$ cat src/hw/pwm_edge_consts.vh
`ifndef PWM_EDGE_CONSTS_VH
`define PWM_EDGE_CONSTS_VH

// ==========================================
// sizes
`define CNT_W        32
`define NUM_MATCH    7
`define NUM_OUT      6
`define MSEL_W       3

// ==========================================
// reset values
`define CNT_START    32'h0000_0000
`define PERIOD_RST   32'h0000_0000
`define MATCH_RST    32'h0000_0000
`define ENA_RST      6'h00
`define DBL_RST      6'h00

// ==========================================
// count source
`define SRC_PCLK     1'b0
`define SRC_CAPTURE  1'b1

`endif
$ cat src/hw/edge_capture_detect.v
`timescale 1ns/1ps
module edge_capture_detect
(
    // clock and reset
    input  wire        clk,
    input  wire        reset,
    // capture pin and edge choice
    input  wire        cap_in,
    input  wire        on_rise,
    input  wire        on_fall,
    // result
    output wire        edge_pulse
);
    reg cap_q;

    always @(posedge clk)
    begin
        if (reset)
            cap_q <= 1'b0;
        else
            cap_q <= cap_in;
    end

    assign edge_pulse = (on_rise & cap_in & ~cap_q) | (on_fall & ~cap_in & cap_q);
endmodule

$ cat src/hw/match_pwm.v
// Contract
// - count clears on period match
// - one match register places each single edge
// - single-edge outputs rise at period match
// - extra single-edge output costs one match
// - double-edge uses rise and fall matches
// - extra double-edge output costs two matches
// - fall before rise gives negative pulse
// - all outputs share one repetition rate
// - count on clock or capture edges
// - released match values apply at cycle boundary
`timescale 1ns/1ps
`include "pwm_edge_consts.vh"
module match_pwm
(
    // clock and reset
    input  wire                     clk,
    input  wire                     reset,
    // counter control
    input  wire                     count_run,
    input  wire                     count_src,
    input  wire                     cap_in,
    input  wire                     cap_on_rise,
    input  wire                     cap_on_fall,
    // match programming
    input  wire                     match_wr,
    input  wire [`MSEL_W-1:0]       match_sel,
    input  wire [`CNT_W-1:0]        match_data,
    input  wire [`NUM_MATCH-1:0]    match_release,
    // output configuration, index 1..6 uses bit n-1
    input  wire [`NUM_OUT-1:0]      out_enable,
    input  wire [`NUM_OUT-1:0]      double_edge,
    // outputs
    output wire [`NUM_OUT-1:0]      pwm_out,
    output wire [`CNT_W-1:0]        count_value,
    output wire                     cycle_start,
    output wire [`NUM_MATCH-1:0]    release_pending
);
    // ==========================================
    // shadow and active match registers
    reg  [`CNT_W-1:0]     shadow_q [0:`NUM_MATCH-1];
    reg  [`CNT_W-1:0]     active_q [0:`NUM_MATCH-1];
    reg  [`NUM_MATCH-1:0] pend_q;
    reg  [`CNT_W-1:0]     count_q;
    reg  [`NUM_OUT-1:0]   out_q;
    wire                  tick;
    wire                  cap_edge;
    wire                  period_hit;
    wire [`NUM_MATCH-1:0] hit;

    edge_capture_detect u_cap
    (
        .clk        (clk),
        .reset      (reset),
        .cap_in     (cap_in),
        .on_rise    (cap_on_rise),
        .on_fall    (cap_on_fall),
        .edge_pulse (cap_edge)
    );

    assign tick = count_run & ((count_src == `SRC_PCLK) ? 1'b1 : cap_edge);

    // ==========================================
    // match compare, one per match register
    genvar m;
    generate
        for (m = 0; m < `NUM_MATCH; m = m + 1)
        begin : g_match
            // select code of this match register, sized to the select port
            localparam [`MSEL_W-1:0] SEL_CODE = m;
            assign hit[m] = tick & (count_q == active_q[m]);
            always @(posedge clk)
            begin
                if (reset)
                begin
                    shadow_q[m] <= (m == 0) ? `PERIOD_RST : `MATCH_RST;
                    active_q[m] <= (m == 0) ? `PERIOD_RST : `MATCH_RST;
                    pend_q[m]   <= 1'b0;
                end
                else
                begin
                    if (match_wr && match_sel == SEL_CODE)
                        shadow_q[m] <= match_data;
                    // new values only take effect at the cycle boundary
                    if (period_hit && pend_q[m])
                        active_q[m] <= shadow_q[m];
                    // a release arriving on the boundary wins and stays pending
                    if (match_release[m])
                        pend_q[m] <= 1'b1;
                    else if (period_hit)
                        pend_q[m] <= 1'b0;
                end
            end
        end
    endgenerate

    assign period_hit = hit[0];

    // ==========================================
    // shared counter
    always @(posedge clk)
    begin
        if (reset)
            count_q <= `CNT_START;
        else if (period_hit)
            count_q <= `CNT_START;
        else if (tick)
            count_q <= count_q + 1'b1;
    end

    // ==========================================
    // outputs: single edge uses match n, double edge uses n-1 (rise) and n (fall)
    genvar k;
    generate
        for (k = 1; k <= `NUM_OUT; k = k + 1)
        begin : g_out
            wire set_e;
            wire clr_e;
            if (k >= 2)
            begin : g_dbl_ok
                assign set_e = double_edge[k-1] ? hit[k-1] : period_hit;
            end
            else
            begin : g_single_only
                // output 1 has no rise match of its own, so it is always single edge
                assign set_e = period_hit;
            end
            assign clr_e = hit[k];
            always @(posedge clk)
            begin
                if (reset)
                    out_q[k-1] <= 1'b0;
                else if (!out_enable[k-1])
                    out_q[k-1] <= 1'b0;
                else if (clr_e && !(set_e && double_edge[k-1] && k >= 2))
                    out_q[k-1] <= 1'b0;
                else if (set_e)
                    out_q[k-1] <= 1'b1;
            end
        end
    endgenerate

    assign pwm_out         = out_q;
    assign count_value     = count_q;
    assign cycle_start     = period_hit;
    assign release_pending = pend_q;
endmodule

$ cat config.mk
export PLATFORM = sky130hd
export DESIGN_NAME = match_pwm
export DESIGN_NICKNAME = d
export VERILOG_FILES = /design/src/hw/edge_capture_detect.v /design/src/hw/match_pwm.v
export VERILOG_INCLUDE_DIRS = /design/src /design/src/hw
export SDC_FILE = /design/constraint.sdc
export NUM_CORES = 1
export LEC_CHECK = 0
export ABC_AREA = 1
export ABC_CLOCK_PERIOD_IN_PS = 3900
export BUFFER_PORTS_ARGS = -buffer_cell sky130_fd_sc_hd__buf_4
export CAP_MARGIN = 0
export CORE_UTILIZATION = 40
export CTS_CLUSTER_SIZE = 25
export DETAILED_ROUTE_END_ITERATION = 10
export PLACE_DENSITY_LB_ADDON = 0.25
export SLEW_MARGIN = 10
export SYNTH_ARGS = -nofsm -noshare
export SYNTH_HDL_FRONTEND = slang
export SYNTH_SLANG_ARGS = --single-unit
$ cat constraint.sdc
create_clock -name clk -period 3.9 [get_ports clk]
set_input_delay 0 -clock clk [delete_from_list [all_inputs] [get_ports clk]]
set_output_delay 0 -clock clk [all_outputs]
set_load 0.01 [all_outputs]
Yosys cells after proc, flatten, opt, wreduce, memory -nomap -nowiden --
Memories as Yosys holds them, arrays and structs flattened. Index checks and enable logic that the tools add are counted.
Cells by class: equal/unequal tests 13, add/sub/neg operators 1, reductions and logical operators 44, bitwise logic cells 35, mux-type cells 72
Operators with widths (number):
- $mux 32 | 14
- $eq 32x32->1 | 7
- $mux 1 | 58
- $add 32x1->32 const B | 1
- $logic_and 1x1->1 | 24
- $reduce_or 3->1 | 6
- $or 1x1->1 | 15
- $reduce_bool 2->1 | 7
- $and 1x1->1 | 12
- $eq 3x3->1 const B | 3
- $not 1->1 | 8
- $eq 3x2->1 const B | 2
- $logic_not 1->1 | 5
- $eq 3x1->1 const B | 1
- $logic_not 3->1 | 1
- $reduce_or 2->1 | 1
Storage, ports and cells: output and inout bits 46, word-level logic and storage cells 182, register bits 46, input port bits 62, memories 2, RAM bits 448
Memories:
- active_q | words 7, bits a word 32, read ports 7, clocked after memory_dff 0, write ports 7, line match_pwm.v:42 | reg [`CNT_W-1:0] active_q [0:`NUM_MATCH-1];
- shadow_q | words 7, bits a word 32, read ports 7, clocked after memory_dff 0, write ports 7, line match_pwm.v:41 | reg [`CNT_W-1:0] shadow_q [0:`NUM_MATCH-1];

Longest topological paths before layout --
Gate-level depths: netlist of the first run.
word-level depth 12, depth in mapped cells 14, mapped depth without buffers 12

Modules after synthesis --
Synthesis of the first run repeated with hierarchy kept, for this count alone.
Second synthesis, totals: cells, all modules 2430, area total of the unflattened synthesis 23138.4 um2
Modules (own cells, without submodules):
- match_pwm | seq. area each 14353.8 um2, area an instance 23093.4 um2, instances 1, cells each 2423
- edge_capture_detect | seq. area each 20.0 um2, area an instance 45.0 um2, instances 1, cells each 7

Worst setup path before layout of the first run --
OpenSTA, ideal clock, no wires.
path type register -> register, start reg count_q[31] (netlist: count_value[31]), end mem active_q[0][0] (netlist bit), enable pin, clock period less this slack 4.039 ns, data arrival time 3.573 ns, path slack -0.139 ns, data required time 3.434 ns, setup time 0.466 ns, stages on the path, launching flop included 12, buffers on the path 1, cells stage by stage dfxtp_1 -> buf_6 -> inv_2 -> nand2_1 -> nand2_1 -> nor2_1 -> nand2_1 -> nor2_2 -> nand2_2 -> nor2_8 -> nand2_8 -> o21ai_0
RTL lines:
- from (decl) | line match_pwm.v:44 | reg [`CNT_W-1:0] count_q;
- from (signal assigned) | line match_pwm.v:104 | count_q <= `CNT_START;
- from (signal assigned) | line match_pwm.v:106 | count_q <= `CNT_START;
- from (signal assigned) | line match_pwm.v:108 | count_q <= count_q + 1'b1;
- to (decl) | line match_pwm.v:42

Worst setup path in the final report of the first run --
start reg count_q[17] (netlist: count_value[17]), end reg out_q[3] (netlist: pwm_out[3])
Between the ends: longest elaborated chain between the ends 7, elaborated cells between the ends (all ways) 11, those cells by class 3 x eq/ne; 1 x mux; 3 x bitwise; 4 x reduce/logical
RTL lines:
- $eq 32x32->1 | line match_pwm.v:71 | assign hit[m] = tick & (count_q == active_q[m]);
- $and 1x1->1 | line match_pwm.v:71
- $mux 1 | line match_pwm.v:121 | assign set_e = double_edge[k-1] ? hit[k-1] : period_hit;
- $logic_and 1x1->1 | line match_pwm.v:135 | else if (clr_e && !(set_e && double_edge[k-1] && k >= 2))
- $logic_not 1->1 | line match_pwm.v:135
- $logic_and 1x1->1 | line match_pwm.v:135
- $reduce_or 3->1 (no source line)
- to (signal, indexed assignment) | line match_pwm.v:134 | out_q[k-1] <= 1'b0;
- to (signal, indexed assignment) | line match_pwm.v:136 | out_q[k-1] <= 1'b0;
- to (signal, indexed assignment) | line match_pwm.v:138 | out_q[k-1] <= 1'b1;
- to (decl) | line match_pwm.v:45 | reg [`NUM_OUT-1:0] out_q;
Several ways; a longest one is shown, not always the timed one. A chain may end at the register's enable or synchronous reset.

==> results of run 1 <==
## Yosys cell counts (2+ instances only)
cell	n	area (µm²)
sky130_fd_sc_hd__nor3b_1	2	15.0
sky130_fd_sc_hd__dfxtp_1	46	921
sky130_fd_sc_hd__nor3_1	18	90.1
sky130_fd_sc_hd__xnor2_1	123	1080
sky130_fd_sc_hd__buf_6	5	56.3
sky130_fd_sc_hd__inv_1	345	1290
sky130_fd_sc_hd__nor4_1	2	12.5
sky130_fd_sc_hd__buf_12	3	60.1
sky130_fd_sc_hd__or2_2	10	62.6
sky130_fd_sc_hd__nor2_4	30	338
sky130_fd_sc_hd__xor2_1	68	596
sky130_fd_sc_hd__nor2_2	2	12.5
sky130_fd_sc_hd__nand2_2	2	12.5
sky130_fd_sc_hd__nand2_1	248	931
sky130_fd_sc_hd__buf_2	32	160
sky130_fd_sc_hd__edfxtp_1	448	13500
sky130_fd_sc_hd__inv_2	3	11.3
sky130_fd_sc_hd__a21oi_1	14	70.1
sky130_fd_sc_hd__o21ai_0	34	170
sky130_fd_sc_hd__nand3_4	7	123
sky130_fd_sc_hd__o22ai_1	3	18.8
sky130_fd_sc_hd__nor2_1	567	2130
sky130_fd_sc_hd__nand3_1	42	210
sky130_fd_sc_hd__clkbuf_1	28	105
sky130_fd_sc_hd__and2_1	2	12.5
sky130_fd_sc_hd__buf_4	15	113
sky130_fd_sc_hd__nand4_1	37	231
## area by class of cell
class                           count  area share
Sequential cell                   494       0.549
Multi-Input combinational cell   1217       0.239
Timing Repair Buffer              212      0.0663
Clock buffer                       79      0.0548
Inverter                          351      0.0509
Tap cell                          748      0.0358
Clock inverter                     20     0.00359
Antenna cell                        1   0.0000956
## sequential cells by signal, indices dropped and copies added (netlist names)
signal / flops
active_q: 224
count_value: 32
pwm_out: 6
release_pending: 7
shadow_q: 224
u_cap.cap_q: 1
## per-stage QoR
| step | setup WS [ps] | setup TNS, ps | instance area (µm²) |
|---|---|---|---|
| 2_1_floorplan | -139 | -31080 | 22400 |
| 3_3_place_gp | 828 | 0 | 24100 |
| 3_5_place_dp | 779 | 0 | 24100 |
| 4_1_cts | 389 | 0 | 26200 |
| 5_1_grt | 139 | 0 | 26200 |
| 6_report | 273 | 0 | 26200 |
## power groups by stage
stage / clock, mW / combinational [mW] / sequential (mW)
2_1_floorplan: 0 / 0.322 / 6.20
3_3_place_gp: 0 / 0.571 / 6.21
3_5_place_dp: 0 / 0.578 / 6.22
4_1_cts: 4.63 / 0.614 / 6.11
5_1_grt: 4.83 / 0.667 / 6.13
6_report: 4.56 / 0.609 / 6.10
## critical path, stage by stage (launching register included)
cell and delay [ps]:
sky130_fd_sc_hd__dfxtp_1 400, sky130_fd_sc_hd__buf_4 230, sky130_fd_sc_hd__clkinv_1 360, sky130_fd_sc_hd__nand2_1 140
sky130_fd_sc_hd__o21ai_0 90, sky130_fd_sc_hd__nor2_1 110, sky130_fd_sc_hd__nand2_1 60, sky130_fd_sc_hd__nor2_1 150
sky130_fd_sc_hd__nand3_1 130, sky130_fd_sc_hd__nor2_1 500, sky130_fd_sc_hd__nand2_1 120, sky130_fd_sc_hd__nand2_1 80
sky130_fd_sc_hd__dlygate4sd3_1 550, sky130_fd_sc_hd__nor2_1 40, sky130_fd_sc_hd__dlygate4sd3_1 540
## metal layers
layer  share of wire  vias to the layer above  GRT usage
met1            0.42                     7312      0.300
met5               0                        -          0
li1                -                     7120          -
met3           0.072                       93     0.0321
met2            0.48                      508      0.370
met4           0.022                        0     0.0596
## worst max-delay path by stage
stage / from / end / slack (ps) / cells after the start
floorplan: count_value[31] / active_q[0][0] / -140 / 11
global placement: count_value[31] / active_q[3][5] / 830 / 12
global route: count_value[17] / pwm_out[3] / 140 / 14
detailed placement: count_value[31] / active_q[2][31] / 780 / 13
CTS: count_value[17] / pwm_out[3] / 390 / 14
finish: count_value[17] / pwm_out[3] / 270 / 14
## kinds of logic (layout without fill, tap and decap cells)
| family | after synthesis | after routing | synth area share |
|---|---|---|---|
| DFF | 494 | 494 | 0.642 |
| other | 0 | 1 | 0 |
| xor gates and xnor gates | 191 | 191 | 0.0747 |
| buffers and inverters | 435 | 662 | 0.0818 |
| AOI/OAI and AO/OA | 51 | 51 | 0.0116 |
| and+or+nand+nor | 974 | 974 | 0.189 |
| adders and majority gates | 1 | 1 | 0.000559 |
==> impl_metrics.xml, run 1 <==
<?xml version="1.0" encoding="UTF-8"?>
<metrics>
  <group name="status">
    <metric name="status" unit="">complete, no violations</metric>
  </group>
  <group name="sta">
    <metric name="final_min_period_over_clock_period" unit="">0.930</metric>
    <metric name="grt_setup_unrepaired" unit="">false</metric>
    <metric name="finClkSkew" unit="ps">21.5</metric>
    <metric name="timing.hold.ws" unit="ps">1.39</metric>
    <metric name="setup_viol" unit="">0</metric>
    <metric name="final_hold_viol_count" unit="">0</metric>
    <metric name="slew_headroom" unit="">0.413</metric>
    <metric name="drv_slew" unit="">0</metric>
    <metric name="period_minus_slack" unit="ps">3630</metric>
    <metric name="worst_pin_slew" unit="ps">881</metric>
    <metric name="achievable-frequency" unit="GHz">0.276</metric>
  </group>
  <group name="global_route">
    <metric name="antenna_found_initial" unit="">0</metric>
    <metric name="grt_pass1_vias" unit="">14200</metric>
    <metric name="grt_first_pass_wirelength" unit="µm">90700</metric>
    <metric name="grt_start_max_net_pins" unit="">35</metric>
    <metric name="overflow" unit="">0</metric>
    <metric name="grt_usage" unit="">0.221</metric>
  </group>
  <group name="power">
    <metric name="clkPwrFrac" unit="">0.405</metric>
    <metric name="switchingPower" unit="mW">2.53</metric>
    <metric name="power_per_cell_area" unit="nW/µm²">431</metric>
    <metric name="power.sequential.fraction" unit="">0.541</metric>
    <metric name="vdd_drop_max" unit="V">0.000320</metric>
    <metric name="combinational_share_of_power" unit="">0.054</metric>
    <metric name="leakagePower" unit="nW">10.8</metric>
    <metric name="design_power_total" unit="mW">11.3</metric>
    <metric name="switch_share" unit="">0.225</metric>
    <metric name="cell_internal_pwr" unit="mW">8.74</metric>
  </group>
  <group name="setup_path">
    <metric name="ff2ff_path_depth" unit="">14</metric>
    <metric name="crit_type" unit="">reg2reg</metric>
    <metric name="cp_startpoint_kind" unit="">flop</metric>
    <metric name="r2r-end" unit="">pwm_out[3]</metric>
    <metric name="worstPathRequired" unit="ps">4380</metric>
    <metric name="crit_path_end_kind" unit="">flop</metric>
    <metric name="worst-path-max-fanout" unit="">8</metric>
    <metric name="regToRegStartpoint" unit="">count_value[17]</metric>
    <metric name="worst-r2r-setup-slack" unit="ps">270</metric>
    <metric name="crit_arrival" unit="ps">4110</metric>
  </group>
  <group name="route">
    <metric name="drt_iter0_markers" unit="">1350</metric>
    <metric name="remaining_antenna_violation_count" unit="">0</metric>
    <metric name="route.detailed.drc" unit="">0</metric>
    <metric name="detail_route.wl_per_cell" unit="µm">19.9</metric>
    <metric name="via_count" unit="">15000</metric>
    <metric name="drt-pass1-iter-count" unit="">5</metric>
    <metric name="viasPerCell" unit="">4.82</metric>
    <metric name="detail_route.wirelength" unit="µm">62100</metric>
  </group>
  <group name="flow_run">
    <metric name="max_cap_viol_count" unit="">0</metric>
  </group>
  <group name="floorplan">
    <metric name="core-area" unit="µm²">55200</metric>
    <metric name="top_level_ports" unit="">108</metric>
    <metric name="floorplan.initialDensity" unit="">0.406</metric>
    <metric name="fp.dieW" unit="µm">239</metric>
    <metric name="die_y" unit="µm">239</metric>
    <metric name="row_count" unit="">86</metric>
    <metric name="dieArea" unit="µm²">56900</metric>
  </group>
  <group name="logic_synthesis">
    <metric name="async_flop_share" unit="">0</metric>
    <metric name="ys_types" unit="">37</metric>
    <metric name="netlist_area" unit="µm²">22400</metric>
    <metric name="netlist_instances" unit="">2146</metric>
    <metric name="post_synthesis_sequential_area_ratio" unit="">0.642</metric>
    <metric name="syn_avg_cell_area" unit="µm²">10.4</metric>
    <metric name="synth_seq_cells" unit="">494</metric>
    <metric name="synth_fp_nets" unit="">2209</metric>
    <metric name="synth_flop_cell" unit="">sky130_fd_sc_hd__edfxtp_1</metric>
    <metric name="synth-warning-count" unit="">0</metric>
    <metric name="synth_enable_flop_cells" unit="">448</metric>
  </group>
  <group name="cells_and_area">
    <metric name="multiInputGateArea" unit="µm²">6260</metric>
    <metric name="design.final.nets" unit="">2392</metric>
    <metric name="fraction_of_layout_cells_with_a_size_suffix_above_1" unit="">0.122</metric>
    <metric name="layout.core_utilization" unit="">0.474</metric>
    <metric name="fillCellCount" unit="">5119</metric>
    <metric name="layout-area-overhead-vs-synth" unit="%">16.9</metric>
    <metric name="area.sequential" unit="µm²">14400</metric>
    <metric name="post_layout_instance_count_excluding_filler_cells" unit="">3122</metric>
    <metric name="layout.cells.most_common" unit="">sky130_fd_sc_hd__nor2_1</metric>
    <metric name="highest_count_cells_in_the_layout_ignoring_fill_and_taps" unit="">567 x sky130_fd_sc_hd__nor2_1, 448 x sky130_fd_sc_hd__edfxtp_1, 344 x sky130_fd_sc_hd__inv_1</metric>
  </group>
  <group name="clock_tree">
    <metric name="cts_htree_levels" unit="">2</metric>
    <metric name="clkLatencyLatePin" unit="ps">610</metric>
    <metric name="tritoncts" unit="">done</metric>
    <metric name="post-cts-setup-buffer-count" unit="">0</metric>
    <metric name="cts_repair_resize_count" unit="">0</metric>
    <metric name="ctsLongestPathBuffers" unit="">3</metric>
    <metric name="cts_inserted_buffers" unit="">53</metric>
    <metric name="holdBufCountCts" unit="">52</metric>
    <metric name="ctsRootBufferMaster" unit="">sky130_fd_sc_hd__clkbuf_16</metric>
    <metric name="clock_pin_slew_of_the_registers_on_the_worst_case_setup_and_hold_paths" unit="ps">60</metric>
    <metric name="clock_sink_count" unit="">494</metric>
  </group>
  <group name="worst_hold_path">
    <metric name="hold_path_end" unit="">shadow_q[1][18]</metric>
    <metric name="min-delay-path-class" unit="">in2reg</metric>
    <metric name="worstHoldPathCells" unit="">3</metric>
    <metric name="min-delay-start" unit="">match_data[18]</metric>
  </group>
  <group name="placed_design">
    <metric name="dp_cells" unit="">2970</metric>
    <metric name="dpl.hpwl" unit="µm">41500</metric>
    <metric name="io_buffers" unit="">106</metric>
    <metric name="place_congestion" unit="">0.937</metric>
  </group>
</metrics>
Power figures use the tool's default switching activity.
==> inputs of run 2 (changes only) <==
ABC_CLOCK_PERIOD_IN_PS = 4700   (was 3900)
CORE_MARGIN = 2   (was default)
clock period = 4.7 ns   (was 3.9 ns; I/O delays follow)
==> run 2 against run 1 <==
Core utilization grew 0.26 points; critical path depth is the same; worst hold slack gained 17 ps; sequential power shrank 17%; first-iteration DRC count shrank 22%; non-clock buffer count shrank 11; via count shrank 0.47%; die area grew 1.7%; critical path type unchanged; highest routed layer unchanged.
==> impl_metrics.xml, run 2 (synthesis gave the netlist of run 1 again) <==
<?xml version="1.0" encoding="UTF-8"?>
<metrics>
  <group name="placed_design">
    <metric name="io_buffers" unit="">106</metric>
    <metric name="place_area" unit="µm²">24000</metric>
    <metric name="dpl.hpwl" unit="µm">42800</metric>
    <metric name="place_congestion" unit="">0.899</metric>
    <metric name="dp_cells" unit="">2960</metric>
  </group>
  <group name="setup_path">
    <metric name="crit_path_end_kind" unit="">flop</metric>
    <metric name="worstPathRequired" unit="ps">5190</metric>
    <metric name="cp_startpoint_kind" unit="">flop</metric>
    <metric name="worst-path-max-fanout" unit="">8</metric>
    <metric name="crit_arrival" unit="ps">4140</metric>
    <metric name="crit_type" unit="">reg2reg</metric>
    <metric name="worst-r2r-setup-slack" unit="ps">1040</metric>
  </group>
  <group name="floorplan">
    <metric name="die_y" unit="µm">241</metric>
    <metric name="core-area" unit="µm²">55200</metric>
    <metric name="row_count" unit="">86</metric>
    <metric name="dieArea" unit="µm²">57900</metric>
    <metric name="top_level_ports" unit="">108</metric>
    <metric name="floorplan.initialDensity" unit="">0.406</metric>
    <metric name="fp.dieW" unit="µm">241</metric>
  </group>
  <group name="power">
    <metric name="vdd_drop_max" unit="V">0.000274</metric>
    <metric name="switch_share" unit="">0.220</metric>
    <metric name="power.sequential.fraction" unit="">0.512</metric>
    <metric name="leakagePower" unit="nW">10.9</metric>
    <metric name="design_power_total" unit="mW">9.89</metric>
    <metric name="power_per_cell_area" unit="nW/µm²">376</metric>
    <metric name="clkPwrFrac" unit="">0.436</metric>
    <metric name="combinational_share_of_power" unit="">0.052</metric>
    <metric name="switchingPower" unit="mW">2.18</metric>
    <metric name="cell_internal_pwr" unit="mW">7.72</metric>
  </group>
  <group name="clock_tree">
    <metric name="clkLatencyLatePin" unit="ps">610</metric>
    <metric name="tritoncts" unit="">done</metric>
    <metric name="clock_sink_count" unit="">494</metric>
    <metric name="cts_repair_resize_count" unit="">0</metric>
    <metric name="holdBufCountCts" unit="">51</metric>
    <metric name="post-cts-setup-buffer-count" unit="">0</metric>
    <metric name="ctsRootBufferMaster" unit="">sky130_fd_sc_hd__clkbuf_16</metric>
    <metric name="cts_htree_levels" unit="">2</metric>
    <metric name="cts_inserted_buffers" unit="">53</metric>
    <metric name="ctsLongestPathBuffers" unit="">3</metric>
    <metric name="clock_pin_slew_of_the_registers_on_the_worst_case_setup_and_hold_paths" unit="ps">70</metric>
  </group>
  <group name="cells_and_area">
    <metric name="num_antenna_cells" unit="">0</metric>
    <metric name="highest_count_cells_in_the_layout_ignoring_fill_and_taps" unit="">567 x sky130_fd_sc_hd__nor2_1, 448 x sky130_fd_sc_hd__edfxtp_1, 344 x sky130_fd_sc_hd__inv_1</metric>
    <metric name="post_layout_instance_count_excluding_filler_cells" unit="">3108</metric>
    <metric name="layout.cells.most_common" unit="">sky130_fd_sc_hd__nor2_1</metric>
    <metric name="finalInstanceArea" unit="µm²">26300</metric>
    <metric name="design.final.nets" unit="">2381</metric>
    <metric name="layout-area-overhead-vs-synth" unit="%">17.5</metric>
    <metric name="fraction_of_layout_cells_with_a_size_suffix_above_1" unit="">0.124</metric>
  </group>
  <group name="sta">
    <metric name="drv_slew" unit="">0</metric>
    <metric name="grt_setup_unrepaired" unit="">false</metric>
    <metric name="slew_headroom" unit="">0.321</metric>
    <metric name="setup_viol" unit="">0</metric>
    <metric name="achievable-frequency" unit="GHz">0.274</metric>
    <metric name="period_minus_slack" unit="ps">3660</metric>
    <metric name="finClkSkew" unit="ps">16.3</metric>
    <metric name="timing.hold.ws" unit="ps">18.0</metric>
    <metric name="worst_pin_slew" unit="ps">1010</metric>
    <metric name="final_min_period_over_clock_period" unit="">0.778</metric>
    <metric name="setup_total_neg_slack" unit="ps">0</metric>
    <metric name="final_hold_viol_count" unit="">0</metric>
  </group>
  <group name="worst_hold_path">
    <metric name="min-delay-path-class" unit="">in2reg</metric>
  </group>
  <group name="route">
    <metric name="detail_route.wl_per_cell" unit="µm">20.7</metric>
    <metric name="remaining_antenna_violation_count" unit="">0</metric>
    <metric name="route.detailed.drc" unit="">0</metric>
    <metric name="drt-pass1-iter-count" unit="">5</metric>
    <metric name="drt_iter0_markers" unit="">1058</metric>
    <metric name="viasPerCell" unit="">4.81</metric>
    <metric name="detail_route.wirelength" unit="µm">64300</metric>
    <metric name="via_count" unit="">15000</metric>
  </group>
  <group name="flow_run">
    <metric name="max_cap_viol_count" unit="">0</metric>
  </group>
  <group name="global_route">
    <metric name="grt_pass1_vias" unit="">14700</metric>
    <metric name="grt_usage" unit="">0.226</metric>
    <metric name="grt_first_pass_wirelength" unit="µm">93700</metric>
    <metric name="overflow" unit="">0</metric>
    <metric name="grt_start_max_net_pins" unit="">40</metric>
    <metric name="antenna_found_initial" unit="">0</metric>
  </group>
  <group name="status">
    <metric name="status" unit="">complete, no violations</metric>
  </group>
</metrics>
[run 2: final timing paths]
kind                                       from         endpoint  cells past startpoint
worst min register to register       pwm_out[0]       pwm_out[0]                      2
worst max-delay path            count_value[17]       pwm_out[1]                     14
worst max register to register  count_value[17]       pwm_out[1]                     14
worst min-delay path             match_data[28]  shadow_q[4][28]                      3
[run 2: per-stage QoR]
stage,utilization,worst slack [ps]
floorplan,-,661
global placement,0.435,1460
detailed placement,0.435,1430
CTS,0.477,1140
global route,0.477,967
finish,0.477,1040
[run 2: worst max-delay path: stages, from the launching register on]
cell and delay [ps]:
sky130_fd_sc_hd__dfxtp_1 380, sky130_fd_sc_hd__buf_4 240, sky130_fd_sc_hd__clkinv_1 380, sky130_fd_sc_hd__nand2_1 150, sky130_fd_sc_hd__o21ai_0 100, sky130_fd_sc_hd__nor2_1 120
sky130_fd_sc_hd__nand2_1 90, sky130_fd_sc_hd__nor2_1 210, sky130_fd_sc_hd__nand2_1 90, sky130_fd_sc_hd__nor2_1 460, sky130_fd_sc_hd__nor2_1 80, sky130_fd_sc_hd__nand2_1 90
sky130_fd_sc_hd__dlygate4sd3_1 560, sky130_fd_sc_hd__nand2_1 50, sky130_fd_sc_hd__dlygate4sd3_1 540
[run 2: area by class of cell]
class / count / area [µm²]
inverters: 351 / 1330
fillers: 5078 / 28900
clock inverters: 32 / 359
well taps: 748 / 936
multi-input cells: 1217 / 6260
flip-flops and latches: 494 / 14400
clock buffers: 65 / 1410
repair buffers: 201 / 1640
[run 2: power by group through the flow]
| stage | sequential (mW) | clock, mW | combinational [mW] |
|---|---|---|---|
| finish | 5.06 | 4.32 | 0.514 |
| global route | 5.08 | 4.54 | 0.563 |
| CTS | 5.06 | 4.38 | 0.523 |
| detailed placement | 5.16 | 0 | 0.491 |
| global placement | 5.15 | 0 | 0.485 |
| floorplan | 5.15 | 0 | 0.267 |
[run 2: routing by layer]
metal | up-vias | track usage | wire, µm
li1 | 7090 | - | -
met1 | 7303 | 0.287 | 26800
met2 | 453 | 0.393 | 31600
met3 | 116 | 0.0296 | 3440
met4 | 0 | 0.0885 | 2440
met5 | - | 0 | 0
==> inputs of run 3 (changes only) <==
ABC_CLOCK_PERIOD_IN_PS = 3350   (was 4700)
clock period = 3.35 ns   (was 4.7 ns; I/O delays follow)
==> run 3 against run 2 <==
Maximum frequency grew 15%; power grew 37%; sequential cell count did not move; first-iteration DRC count is 24% higher; critical endpoint unchanged.
==> impl_metrics.xml, run 3 (synthesis gave the netlist of run 1 again) <==
<?xml version="1.0" encoding="UTF-8"?>
<metrics>
  <group name="status">
    <metric name="status" unit="">complete, no violations</metric>
  </group>
  <group name="cells_and_area">
    <metric name="fillCellCount" unit="">5042</metric>
    <metric name="fraction_of_layout_cells_with_a_size_suffix_above_1" unit="">0.130</metric>
    <metric name="num_antenna_cells" unit="">0</metric>
    <metric name="post_layout_instance_count_excluding_filler_cells" unit="">3124</metric>
    <metric name="highest_count_cells_in_the_layout_ignoring_fill_and_taps" unit="">566 x sky130_fd_sc_hd__nor2_1, 448 x sky130_fd_sc_hd__edfxtp_1, 343 x sky130_fd_sc_hd__inv_1</metric>
    <metric name="design.final.nets" unit="">2395</metric>
    <metric name="layout-area-overhead-vs-synth" unit="%">17.7</metric>
    <metric name="layout.cells.most_common" unit="">sky130_fd_sc_hd__nor2_1</metric>
  </group>
  <group name="sta">
    <metric name="period_minus_slack" unit="ps">3180</metric>
    <metric name="timing.hold.ws" unit="ps">33.7</metric>
    <metric name="setup_viol" unit="">0</metric>
    <metric name="slew_headroom" unit="">0.527</metric>
    <metric name="final_min_period_over_clock_period" unit="">0.950</metric>
    <metric name="grt_setup_unrepaired" unit="">false</metric>
    <metric name="worst_pin_slew" unit="ps">709</metric>
    <metric name="final_hold_viol_count" unit="">0</metric>
    <metric name="achievable-frequency" unit="GHz">0.314</metric>
    <metric name="drv_slew" unit="">0</metric>
    <metric name="setup_total_neg_slack" unit="ps">0</metric>
    <metric name="finClkSkew" unit="ps">13.5</metric>
  </group>
  <group name="clock_tree">
    <metric name="ctsRootBufferMaster" unit="">sky130_fd_sc_hd__clkbuf_16</metric>
    <metric name="cts_inserted_buffers" unit="">53</metric>
    <metric name="clock_pin_slew_of_the_registers_on_the_worst_case_setup_and_hold_paths" unit="ps">60</metric>
    <metric name="clock_sink_count" unit="">494</metric>
    <metric name="clkLatencyLatePin" unit="ps">590</metric>
    <metric name="cts_htree_levels" unit="">2</metric>
    <metric name="tritoncts" unit="">done</metric>
    <metric name="ctsLongestPathBuffers" unit="">3</metric>
  </group>
  <group name="flow_run">
    <metric name="max_cap_viol_count" unit="">0</metric>
  </group>
  <group name="setup_path">
    <metric name="crit_path_end_kind" unit="">flop</metric>
    <metric name="crit_type" unit="">reg2reg</metric>
    <metric name="cp_startpoint_kind" unit="">flop</metric>
    <metric name="crit_path_cell_trace" unit="">buf_4 &gt; clkinvlp_4 &gt; nand2_1 &gt; nand2_1 &gt; nor2_1 &gt; nand2_1 &gt; nor2_1 &gt; nand3_1 &gt; nor2_2 &gt; nor2_1 &gt; nand2_1 &gt; dlygate4sd3_1 &gt; nand2_1 &gt; dlygate4sd3_1</metric>
    <metric name="critPathSlowestCell" unit="">sky130_fd_sc_hd__dlygate4sd3_1</metric>
    <metric name="worst-path-max-fanout" unit="">10</metric>
    <metric name="crit_path_frequent_cell" unit="">sky130_fd_sc_hd__nand2_1</metric>
    <metric name="delay_contributed_by_the_slowest_stage_of_the_critical_path" unit="ps">550</metric>
    <metric name="worstPathRequired" unit="ps">3830</metric>
    <metric name="crit_arrival" unit="ps">3670</metric>
  </group>
  <group name="global_route">
    <metric name="grt_pass1_vias" unit="">14200</metric>
    <metric name="grt_start_max_net_pins" unit="">40</metric>
    <metric name="overflow" unit="">0</metric>
    <metric name="grt_usage" unit="">0.216</metric>
    <metric name="antenna_found_initial" unit="">0</metric>
    <metric name="grt_first_pass_wirelength" unit="µm">89800</metric>
  </group>
  <group name="floorplan">
    <metric name="dieArea" unit="µm²">57900</metric>
    <metric name="fp.dieW" unit="µm">241</metric>
    <metric name="top_level_ports" unit="">108</metric>
    <metric name="die_y" unit="µm">241</metric>
    <metric name="row_count" unit="">86</metric>
    <metric name="core-area" unit="µm²">55200</metric>
    <metric name="floorplan.initialDensity" unit="">0.406</metric>
  </group>
  <group name="power">
    <metric name="combinational_share_of_power" unit="">0.053</metric>
    <metric name="clkPwrFrac" unit="">0.421</metric>
    <metric name="power_per_cell_area" unit="nW/µm²">513</metric>
    <metric name="design_power_total" unit="mW">13.5</metric>
    <metric name="leakagePower" unit="nW">10.9</metric>
    <metric name="vdd_drop_max" unit="V">0.000380</metric>
    <metric name="switchingPower" unit="mW">2.96</metric>
    <metric name="switch_share" unit="">0.219</metric>
    <metric name="cell_internal_pwr" unit="mW">10.6</metric>
    <metric name="power.sequential.fraction" unit="">0.526</metric>
  </group>
  <group name="route">
    <metric name="drt_iter0_markers" unit="">1308</metric>
    <metric name="via_count" unit="">14900</metric>
    <metric name="detail_route.wirelength" unit="µm">61900</metric>
    <metric name="remaining_antenna_violation_count" unit="">0</metric>
    <metric name="detail_route.wl_per_cell" unit="µm">19.8</metric>
    <metric name="route.detailed.drc" unit="">0</metric>
    <metric name="viasPerCell" unit="">4.76</metric>
    <metric name="drt-pass1-iter-count" unit="">6</metric>
  </group>
  <group name="placed_design">
    <metric name="io_buffers" unit="">106</metric>
    <metric name="dpl.hpwl" unit="µm">42300</metric>
    <metric name="dp_cells" unit="">2975</metric>
    <metric name="place_congestion" unit="">0.926</metric>
  </group>
  <group name="worst_hold_path">
    <metric name="min-delay-path-class" unit="">in2reg</metric>
  </group>
</metrics>
==> run 3: cell types whose count changed in the layout (fill, tap and decap cells not counted), sizes merged, moves of 2 or more <==
cell and delta:
buf +18, bufinv -5, clkbuf +12, clkinv -6
clkinvlp +2, dlygate4sd3 -4
==> run 3: final cells by class <==
cell class	count	area [µm²]	share of cell area
tap	748	936	0.0355
sequential	494	14400	0.545
clock buffer	77	1500	0.0569
multi-input combinational	1217	6270	0.238
inverter	351	1340	0.0508
clock inverter	22	183	0.00693
timing repair buffer	215	1760	0.0667
==> run 3: path summary, 6_finish.rpt <==
kind	from	end	slack [ps]	cells after the start
setup reg to reg	count_value[28]	pwm_out[1]	170	14
setup / recovery	count_value[28]	pwm_out[1]	170	14
hold / removal	match_data[19]	shadow_q[3][19]	30	3
hold reg to reg	pwm_out[0]	pwm_out[0]	500	2
==> run 3: metrics by stage <==
stage / instance area, µm² / setup slack (ps) / utilization
6_report: 26400 / 166 / 0.477
5_1_grt: 26400 / 12.4 / 0.477
4_1_cts: 26300 / 18.6 / 0.477
3_5_place_dp: 24200 / 636 / 0.438
3_3_place_gp: 24200 / 751 / 0.438
2_1_floorplan: 22400 / -689 / -
==> run 3: power groups by stage <==
| stage | Sequential (mW) | Clock, mW | Combinational, mW |
|---|---|---|---|
| after floorplan | 7.22 | 0 | 0.374 |
| after global placement | 7.22 | 0 | 0.676 |
| after detailed placement | 7.23 | 0 | 0.681 |
| after CTS | 7.10 | 5.78 | 0.723 |
| after global routing | 7.13 | 6.00 | 0.783 |
| final | 7.10 | 5.69 | 0.715 |
==> run 3: layer usage <==
layer / GRT usage / part of all wire / vias to the layer above
li1: - / - / 7118
met1: 0.285 / 0.42 / 7204
met2: 0.375 / 0.49 / 457
met3: 0.0333 / 0.066 / 86
met4: 0.0521 / 0.022 / 0
met5: 0 / 0 / -
==> run 3: worst max-delay path: cells and delay by family, from the launching register on <==
| family | cells | cell delay [ps] |
|---|---|---|
| buffers and inverters | 4 | 1550 |
| AND/OR/NAND/NOR | 10 | 1050 |
| flip-flops | 1 | 470 |
==> run 3: repair_timing <==
action / in CTS / in global routing
endpoints found under the hold margin: 171 / 0
setup endpoints to repair: 0 / 1
gates resized for setup: 0 / 3
hold buffers: 47 / 0
setup buffers: 0 / 3
